===== config.mk =====
export PLATFORM = sky130hd
export DESIGN_NAME = rtcss_slave
export DESIGN_NICKNAME = d
export VERILOG_FILES = /design/src/include/rtcss_pkg.sv /design/src/core/rtcss_fifo.sv /design/src/core/rtcss_slave.sv /design/src/core/rtcss_sync.sv
export VERILOG_INCLUDE_DIRS = /design/src /design/src/include
export SDC_FILE = /design/constraint.sdc
export NUM_CORES = 1
export LEC_CHECK = 0
export BUFFER_PORTS_ARGS = -buffer_cell sky130_fd_sc_hd__buf_2
export CAP_MARGIN = 25
export CORE_ASPECT_RATIO = 0.75
export CORE_MARGIN = 2
export CORE_UTILIZATION = 40
export CTS_CLUSTER_SIZE = 16
export DETAILED_ROUTE_END_ITERATION = 12
export PLACE_DENSITY = 0.64
export SLEW_MARGIN = 0
export SYNTH_ARGS = -nofsm -noshare
export SYNTH_HDL_FRONTEND = slang
export SYNTH_SLANG_ARGS = --single-unit

===== constraint.sdc =====
create_clock -name core_clk -period 5.5 [get_ports core_clk]
set_clock_uncertainty 0.15 [all_clocks]
set_input_delay 0.825 -clock core_clk [delete_from_list [all_inputs] [get_ports core_clk]]
set_output_delay 0.825 -clock core_clk [all_outputs]
set_load 0.005 [all_outputs]

===== src/include/rtcss_defines.svh =====
// Constants of the serial slave that opens the clock's register array
`ifndef RTCSS_DEFINES_SVH
`define RTCSS_DEFINES_SVH

// Bit counter values inside one byte frame
`define RTCSS_BIT_ZERO   4'h0
`define RTCSS_BYTE_BITS  4'h8
`define RTCSS_ACK_BIT    4'h9

// Register pointer: five bits, top location and power-up value
`define RTCSS_PTR_W      5
`define RTCSS_PTR_TOP    5'h1F
`define RTCSS_PTR_RESET  5'h00
`define RTCSS_PTR_ONE    5'h01

// Identifier of the slave; the value is arbitrary
`define RTCSS_DEV_ID     7'h2A

// Write path buffer: pointer plus data byte, eight entries
`define RTCSS_WR_WIDTH   13
`define RTCSS_FIFO_DEPTH 8

// Level of both bus lines while the bus rests
`define RTCSS_BUS_IDLE   2'h3

`endif


===== src/include/rtcss_pkg.sv =====
// Types shared by the serial slave
`default_nettype none

package rtcss_pkg;

  typedef enum logic [6:0] {
    ST_IDLE = 7'h01,
    ST_DEV  = 7'h02,
    ST_REG  = 7'h04,
    ST_DATA = 7'h08,
    ST_ACK  = 7'h10,
    ST_SEND = 7'h20,
    ST_IGNR = 7'h40
  } rtcss_state_t;

endpackage

`default_nettype wire


===== src/core/rtcss_fifo.sv =====
// Write path FIFO with a registered output stage
`default_nettype none
`include "rtcss_defines.svh"

module rtcss_fifo #(
  parameter int WIDTH = `RTCSS_WR_WIDTH,
  parameter int DEPTH = `RTCSS_FIFO_DEPTH
) (
  input  wire logic             core_clk,
  input  wire logic             resetn,
  input  wire logic             in_valid,
  output var  logic             in_ready,
  input  wire logic [WIDTH-1:0] in_data,
  output var  logic             out_valid,
  input  wire logic             out_ready,
  output var  logic [WIDTH-1:0] out_data
);

  localparam int AW = $clog2(DEPTH);

  logic [WIDTH-1:0] mem [DEPTH];
  logic [AW-1:0]    wr_q;
  logic [AW-1:0]    rd_q;
  logic [AW:0]      cnt_q;

  wire push = in_valid && in_ready;
  wire pop  = (cnt_q != '0) && (!out_valid || out_ready);

  // The output stage counts toward the depth, else one extra word slips in
  wire [AW:0] used = cnt_q + (AW+1)'(out_valid);

  assign in_ready = (used != (AW+1)'(DEPTH));

  always_ff @(posedge core_clk) begin
    if (push) begin
      mem[wr_q] <= in_data;
    end
  end

  // Output word is a flop so the consumer sees no array read path
  always_ff @(posedge core_clk) begin
    if (!resetn) begin
      wr_q      <= '0;
      rd_q      <= '0;
      cnt_q     <= '0;
      out_valid <= 1'b0;
      out_data  <= '0;
    end else begin
      if (push) wr_q <= wr_q + AW'(1);
      if (pop) rd_q <= rd_q + AW'(1);
      cnt_q <= cnt_q + (AW+1)'(push) - (AW+1)'(pop);
      if (pop) begin
        out_valid <= 1'b1;
        out_data  <= mem[rd_q];
      end else if (out_ready) begin
        out_valid <= 1'b0;
      end
    end
  end

endmodule // rtcss_fifo

`default_nettype wire


===== src/core/rtcss_slave.sv =====
// Two-wire serial slave giving a bus master access to the register array
//
// Contract
// - Address byte after start carries the seven-bit identifier in its top bits.
// - Address byte bit zero: one selects read, zero selects write.
// - Compare identifier only after the whole byte; acknowledge on a match.
// - Register pointer is zero after reset.
// - Write is start, address, register, data, stop; all three acknowledged. The data byte is not acknowledged when the write buffer is full.
// - After a write completes the interface returns to standby.
// - Read: write address, register byte, repeated start, read address.
// - Keep sending bytes while the master acknowledges after the eighth bit.
// - Pointer loads from register byte and increments per transmitted byte.
// - Pointer wraps from the top location to zero and keeps sending.
// - Start and stop are data edges with clock high; data moves only low.
// - Transmitter releases data after eight bits; receiver pulls ninth low.
// - Bytes move most significant bit first.
// - Ignore all traffic until a start; data pin released after reset.
`default_nettype none
`include "rtcss_defines.svh"

module rtcss_slave #(
  parameter logic [6:0] DEV_ID = `RTCSS_DEV_ID  // Arbitrary value
) (
  input  wire logic                    core_clk,
  input  wire logic                    resetn,
  input  wire logic                    scl_in,
  input  wire logic                    sda_in,
  output var  logic                    sda_o,
  output var  logic                    sda_oe,
  output var  logic [`RTCSS_PTR_W-1:0] reg_rd_addr,
  input  wire logic [7:0]              reg_rd_data,
  output var  logic                    wr_valid,
  input  wire logic                    wr_ready,
  output var  logic [`RTCSS_PTR_W-1:0] wr_addr,
  output var  logic [7:0]              wr_data
);

  function automatic logic [`RTCSS_PTR_W-1:0] ptr_step(
    input logic [`RTCSS_PTR_W-1:0] p
  );
    return (p == `RTCSS_PTR_TOP) ? `RTCSS_PTR_RESET : p + `RTCSS_PTR_ONE;
  endfunction

  logic [1:0]                 line_s;
  logic                       scl_p_q;
  logic                       sda_p_q;
  rtcss_pkg::rtcss_state_t    state_q;
  rtcss_pkg::rtcss_state_t    state_d;
  rtcss_pkg::rtcss_state_t    nxt_q;
  rtcss_pkg::rtcss_state_t    nxt_d;
  logic [3:0]                 bitcnt_q;
  logic [3:0]                 bitcnt_d;
  logic [7:0]                 rx_q;
  logic [7:0]                 tx_q;
  logic [`RTCSS_PTR_W-1:0]    ptr_q;
  logic                       mack_q;
  logic                       sda_oe_q;
  logic                       sda_oe_d;
  logic                       fifo_in_ready;
  logic [`RTCSS_WR_WIDTH-1:0] fifo_out;

  // Both lines come from the master's domain
  rtcss_sync #(
    .WIDTH (2)
  ) u_sync (
    .core_clk (core_clk),
    .resetn   (resetn),
    .d        ({scl_in, sda_in}),
    .q        (line_s)
  );

  wire scl_s = line_s[1];
  wire sda_s = line_s[0];

  // Line decoding; the edge detectors look only at synchronised copies
  wire scl_rise = scl_s && !scl_p_q;
  wire scl_fall = !scl_s && scl_p_q;
  wire start_c  = scl_s && scl_p_q && sda_p_q && !sda_s;
  wire stop_c   = scl_s && scl_p_q && !sda_p_q && sda_s;

  wire st_idle = (state_q == rtcss_pkg::ST_IDLE);
  wire st_dev  = (state_q == rtcss_pkg::ST_DEV);
  wire st_reg  = (state_q == rtcss_pkg::ST_REG);
  wire st_data = (state_q == rtcss_pkg::ST_DATA);
  wire st_ack  = (state_q == rtcss_pkg::ST_ACK);
  wire st_send = (state_q == rtcss_pkg::ST_SEND);
  wire st_ignr = (state_q == rtcss_pkg::ST_IGNR);

  wire receiving = st_dev || st_reg || st_data;
  wire active    = !(st_idle || st_ignr);
  wire bit_in    = scl_rise && receiving && (bitcnt_q < `RTCSS_BYTE_BITS);
  wire byte_done = scl_fall && receiving && (bitcnt_q == `RTCSS_BYTE_BITS);
  wire slot_end  = scl_fall && (st_ack || st_send)
                   && (bitcnt_q == `RTCSS_ACK_BIT);
  wire id_match  = (rx_q[7:1] == DEV_ID);
  wire push      = byte_done && st_data && fifo_in_ready;
  wire ack_ok    = (st_dev && id_match) || st_reg || push;
  wire tx_load   = slot_end && ((st_ack && nxt_q == rtcss_pkg::ST_SEND)
                   || (st_send && mack_q));
  wire tx_shift  = scl_fall && st_send && (bitcnt_q != `RTCSS_BIT_ZERO)
                   && (bitcnt_q < `RTCSS_BYTE_BITS);
  wire tx_done   = scl_fall && st_send && (bitcnt_q == `RTCSS_BYTE_BITS);
  wire mack_smp  = scl_rise && st_send && (bitcnt_q == `RTCSS_BYTE_BITS);

  always_comb begin
    state_d = state_q;
    nxt_d   = nxt_q;
    if (stop_c) begin
      state_d = rtcss_pkg::ST_IDLE;
    end else if (start_c) begin
      state_d = rtcss_pkg::ST_DEV;
    end else begin
      unique case (state_q)
        rtcss_pkg::ST_DEV: begin
          if (byte_done && id_match) begin
            state_d = rtcss_pkg::ST_ACK;
            nxt_d   = rx_q[0] ? rtcss_pkg::ST_SEND : rtcss_pkg::ST_REG;
          end else if (byte_done) begin
            state_d = rtcss_pkg::ST_IGNR;
          end
        end
        rtcss_pkg::ST_REG: begin
          if (byte_done) begin
            state_d = rtcss_pkg::ST_ACK;
            nxt_d   = rtcss_pkg::ST_DATA;
          end
        end
        rtcss_pkg::ST_DATA: begin
          // A full buffer refuses the byte with a no-acknowledge
          if (byte_done) begin
            state_d = push ? rtcss_pkg::ST_ACK : rtcss_pkg::ST_IGNR;
            nxt_d   = rtcss_pkg::ST_IGNR;
          end
        end
        rtcss_pkg::ST_ACK: begin
          if (slot_end) state_d = nxt_q;
        end
        rtcss_pkg::ST_SEND: begin
          if (slot_end && !mack_q) state_d = rtcss_pkg::ST_IGNR;
        end
        rtcss_pkg::ST_IDLE, rtcss_pkg::ST_IGNR: begin
          state_d = state_q;
        end
        default: begin
          state_d = rtcss_pkg::ST_IDLE;
        end
      endcase
    end
  end

  assign bitcnt_d = (start_c || stop_c || slot_end) ? `RTCSS_BIT_ZERO :
                    (scl_rise && active && bitcnt_q < `RTCSS_ACK_BIT)
                    ? bitcnt_q + 4'h1 : bitcnt_q;

  // Data pin only moves after a falling clock edge
  always_comb begin
    sda_oe_d = sda_oe_q;
    if (start_c || stop_c) begin
      sda_oe_d = 1'b0;
    end else if (byte_done) begin
      sda_oe_d = ack_ok;
    end else if (slot_end) begin
      sda_oe_d = tx_load && !reg_rd_data[7];
    end else if (tx_shift) begin
      sda_oe_d = !tx_q[6];
    end else if (tx_done) begin
      sda_oe_d = 1'b0;
    end
  end

  always_ff @(posedge core_clk) begin
    if (!resetn) begin
      scl_p_q <= 1'b1;
      sda_p_q <= 1'b1;
    end else begin
      scl_p_q <= scl_s;
      sda_p_q <= sda_s;
    end
  end

  always_ff @(posedge core_clk) begin
    if (!resetn) begin
      state_q  <= rtcss_pkg::ST_IDLE;
      nxt_q    <= rtcss_pkg::ST_IDLE;
      bitcnt_q <= `RTCSS_BIT_ZERO;
      sda_oe_q <= 1'b0;
      mack_q   <= 1'b0;
    end else begin
      state_q  <= state_d;
      nxt_q    <= nxt_d;
      bitcnt_q <= bitcnt_d;
      sda_oe_q <= sda_oe_d;
      if (mack_smp) mack_q <= !sda_s;
    end
  end

  always_ff @(posedge core_clk) begin
    if (!resetn) begin
      rx_q <= 8'h00;
      tx_q <= 8'h00;
    end else begin
      if (bit_in) rx_q <= {rx_q[6:0], sda_s};
      if (tx_load) begin
        tx_q <= reg_rd_data;
      end else if (tx_shift) begin
        tx_q <= {tx_q[6:0], 1'b0};
      end
    end
  end

  // Pointer survives stop so a later current-address read continues
  always_ff @(posedge core_clk) begin
    if (!resetn) begin
      ptr_q <= `RTCSS_PTR_RESET;
    end else if (byte_done && st_reg) begin
      ptr_q <= rx_q[`RTCSS_PTR_W-1:0];
    end else if (tx_load) begin
      ptr_q <= ptr_step(ptr_q);
    end
  end

  // Open drain: the driven level is always low
  always_ff @(posedge core_clk) begin
    if (!resetn) begin
      sda_o <= 1'b0;
    end else begin
      sda_o <= 1'b0;
    end
  end

  assign sda_oe      = sda_oe_q;
  assign reg_rd_addr = ptr_q;

  // Buffer decouples bus timing from the array's write acceptance
  rtcss_fifo #(
    .WIDTH (`RTCSS_WR_WIDTH),
    .DEPTH (`RTCSS_FIFO_DEPTH)
  ) u_fifo (
    .core_clk  (core_clk),
    .resetn    (resetn),
    .in_valid  (push),
    .in_ready  (fifo_in_ready),
    .in_data   ({ptr_q, rx_q}),
    .out_valid (wr_valid),
    .out_ready (wr_ready),
    .out_data  (fifo_out)
  );

  assign wr_addr = fifo_out[`RTCSS_WR_WIDTH-1:8];
  assign wr_data = fifo_out[7:0];
endmodule // rtcss_slave

`default_nettype wire


===== src/core/rtcss_sync.sv =====
// Two-flop synchroniser for the bus lines
`default_nettype none
`include "rtcss_defines.svh"

module rtcss_sync #(
  parameter int WIDTH = 2
) (
  input  wire logic             core_clk,
  input  wire logic             resetn,
  input  wire logic [WIDTH-1:0] d,
  output var  logic [WIDTH-1:0] q
);

  logic [WIDTH-1:0] meta_q;

  // Reset to the released bus level so no edge is seen at release
  always_ff @(posedge core_clk) begin
    if (!resetn) begin
      meta_q <= WIDTH'(`RTCSS_BUS_IDLE);
      q      <= WIDTH'(`RTCSS_BUS_IDLE);
    end else begin
      meta_q <= d;
      q      <= meta_q;
    end
  end

endmodule // rtcss_sync

`default_nettype wire


==> impl_metrics.env <==
export IMPL_nFillCells=1526
export IMPL_r2r_setup_slack_ns=1.83
export IMPL_drtIter0Drc=383
export IMPL_grt_pass1_wl_um=24900
export IMPL_grt_max_degree=50
export IMPL_worst_slack_ns=1.83
export IMPL_worstPathArrival_ns=3.56
export IMPL_synth_most_common_cell="edfxtp_1"
export IMPL_fin_tns_setup_ns=0
export IMPL_cts_resized=0
export IMPL_crit_path_end_kind="flop"
export IMPL_drc=0
export IMPL_synth_top_cell_by_area="edfxtp_1"
export IMPL_ys_ff_latch=172
export IMPL_initial_core_util=0.411
export IMPL_synth_warning_count=0
export IMPL_status="finished, final reports clean"
export IMPL_power_leakage_nw=2.90
export IMPL_holdBufCountCts=0
export IMPL_core_area_um2=17700
export IMPL_grt_usage=0.172
export IMPL_first_pass_iters=5
export IMPL_rsz0062_at_grt="no"
export IMPL_synth_top_cell_area_share=0.429
export IMPL_worst_setup_path_startpoint="state_q[1]"
export IMPL_nets=618
export IMPL_syn_to_final_growth_pct=15.4
export IMPL_cap_violations=0
export IMPL_worstMarginPinSlew_ns=0.957
export IMPL_holdCritPathClass="reg -> reg"
export IMPL_post_dp_cell_area_um2=7700
export IMPL_gp_congestion=0.928
export IMPL_wirelength_um=15700
export IMPL_cts_root_buf="clkbuf_16"
export IMPL_dp_hpwl_um=10400
export IMPL_cts_tree="built"
export IMPL_cp_cell_sequence="or3b_2 > o21a_1 > nor3_1 > nand2_1 > nor3_2"
export IMPL_synth_ff_type="edfxtp_1"
export IMPL_io_pins=34
export IMPL_cts_sinks=172
export IMPL_cp_max_fo=14
export IMPL_vdd_drop_max_mv=0.219
export IMPL_dieArea_um2=19300
export IMPL_regArea_um2=4490
export IMPL_reg2reg_from="state_q[1]"
export IMPL_clockBufferDepth=2
export IMPL_synthArstFlopShare=0
export IMPL_vias_per_cell=5.55
export IMPL_power_density_nw_per_um2=403
export IMPL_grt_ovfl_total=0
export IMPL_postCtsSetupBuffers=0
export IMPL_n_antenna_cell=0
export IMPL_ff2ff_path_depth=5
export IMPL_worstHoldStart="u_sync.meta_q[0]"
export IMPL_rows=42
export IMPL_yosys_cell_types_count=59
export IMPL_slew_headroom=0.358
export IMPL_antenna_found_initial=0
export IMPL_clock_insertion_delay_worst_skew_ns=0.43
export IMPL_reg2reg_to="u_fifo.mem[2][3]"
export IMPL_netlist_area_um2=7280
export IMPL_fmax_mhz=273
export IMPL_final_hold_viol_count=0
export IMPL_cp_start_kind="flop"
export IMPL_path_clk_slew_ns=0.07
export IMPL_cts_buffers=17
export IMPL_drive_gt1_frac=0.194
export IMPL_synth_area_top_cells="edfxtp_1 (43%), dfxtp_1 (19%), mux4_2 (8.0%)"
export IMPL_setup_worst_path_class="reg -> reg"
export IMPL_dr_total_vias=4682
export IMPL_die_h_um=121
export IMPL_critical_path_required_ns=5.40
export IMPL_synth_cells=550
export IMPL_portBuffers=32
export IMPL_critPathTopFamily="simple AND/OR/NAND/NOR gates"
export IMPL_period_share=0.667
export IMPL_ant_nets=0
export IMPL_wl_per_cell_um=18.6
export IMPL_syn_num_nets=579
export IMPL_synth_edf_count=104
export IMPL_cp_num_buf_inv=0
export IMPL_synthTopCellsByCount="edfxtp_1 (104), dfxtp_1 (68), nor2_1 (56)"
export IMPL_slowest_stage="nor3_2"
export IMPL_setup_viol=0
export IMPL_htreeDepth=4
export IMPL_post_route_min_period_ns=3.67
export IMPL_hold_path_end="u_sync.q[0]"
export IMPL_ys_seq_area_frac=0.616
export IMPL_avgSynthCellArea_um2=13.2
export IMPL_pre_cts_slack_ns=1.77
export IMPL_critical_path_max_stage_delay_ns=0.85
export IMPL_power_w=0.00338
export IMPL_hold_path_depth=1
export IMPL_final_cell_area_um2=8400
export IMPL_die_w_um=160
export IMPL_finalMaxSlewViolations=0
export IMPL_multi_input_area_um2=2670
export IMPL_grt_pass1_vias=4465
## where the power goes
group          leakage (nW)  switching, W  total, W  internal (W)
clock network         0.298      0.000516   0.00124      0.000726
logic                  1.08      0.000330  0.000653      0.000323
registers              1.52     0.0000658   0.00149       0.00142
## worst reg2reg max path, cell delays in order (launching register included)
cell and delay (ns):
dfxtp_1 0.62, or3b_2 0.54, o21a_1 0.18, nor3_1 0.58, nand2_1 0.36, nor3_2 0.85
## sequential cells by signal, summed over array words and instances (netlist names), 3 cells and up
name	flops
u_fifo.out_data	13
u_fifo.rd_q	3
u_fifo.wr_q	3
state_q	7
nxt_q	5
bitcnt_q	4
rx_q	8
reg_rd_addr	5
tx_q	7
u_fifo.cnt_q	4
u_fifo.mem	104
## per-stage QoR
step | hold WS (ns) | cells | util
floorplan | 0.236 | 550 | -
global placement | 0.245 | 804 | 0.435
CTS | 0.262 | 836 | 0.470
detailed placement | 0.243 | 804 | 0.435
finish | 0.261 | 844 | 0.474
global route | 0.293 | 844 | 0.474
## cells by family after synthesis
logic type / count (synthesis) / share of synthesized area
xor+xnor: 9 / 0.0108
simple gates: 166 / 0.122
buf+inv: 40 / 0.0218
other cells: 1 / 0.000515
fa+ha+maj: 16 / 0.0285
compound gates: 92 / 0.0813
mux: 54 / 0.119
flops: 172 / 0.616
## worst max path at each step
stage | endpoint | slack [ns] | cells past startpoint
after floorplan | u_fifo.mem[0][0] | 1.86 | 5
after global placement | u_fifo.mem[1][4] | 1.88 | 5
after detailed placement | u_fifo.mem[1][12] | 1.77 | 5
after CTS | u_fifo.mem[1][11] | 1.73 | 5
after global routing | u_fifo.mem[2][3] | 1.52 | 5
final | u_fifo.mem[2][3] | 1.83 | 5
## area by class of cell
cell class / instances / share of cell area
Sequential cell: 172 / 0.534
Clock inverter: 14 / 0.0219
Clock buffer: 18 / 0.0511
Tap cell: 242 / 0.0360
Multi-Input combinational cell: 338 / 0.317
Inverter: 16 / 0.00715
Timing Repair Buffer: 44 / 0.0328
## cell usage in the layout (no fill, tap or decap), drive strengths merged, types with 16 or more instances in the layout
master and n:
nand2 19, mux4 26, nand2b 16, a211oi 18, inv 22, buf 43
clkbuf 19, edfxtp 104, mux2i 27, dfxtp 68, nor2 56, a21oi 28
## metal layers
layer	GRT usage	share of wire
met2	0.238	0.42
met1	0.261	0.50
met4	0.0569	0.010
met5	0	0
met3	0.0425	0.069
Power figures use the tool's default switching activity.
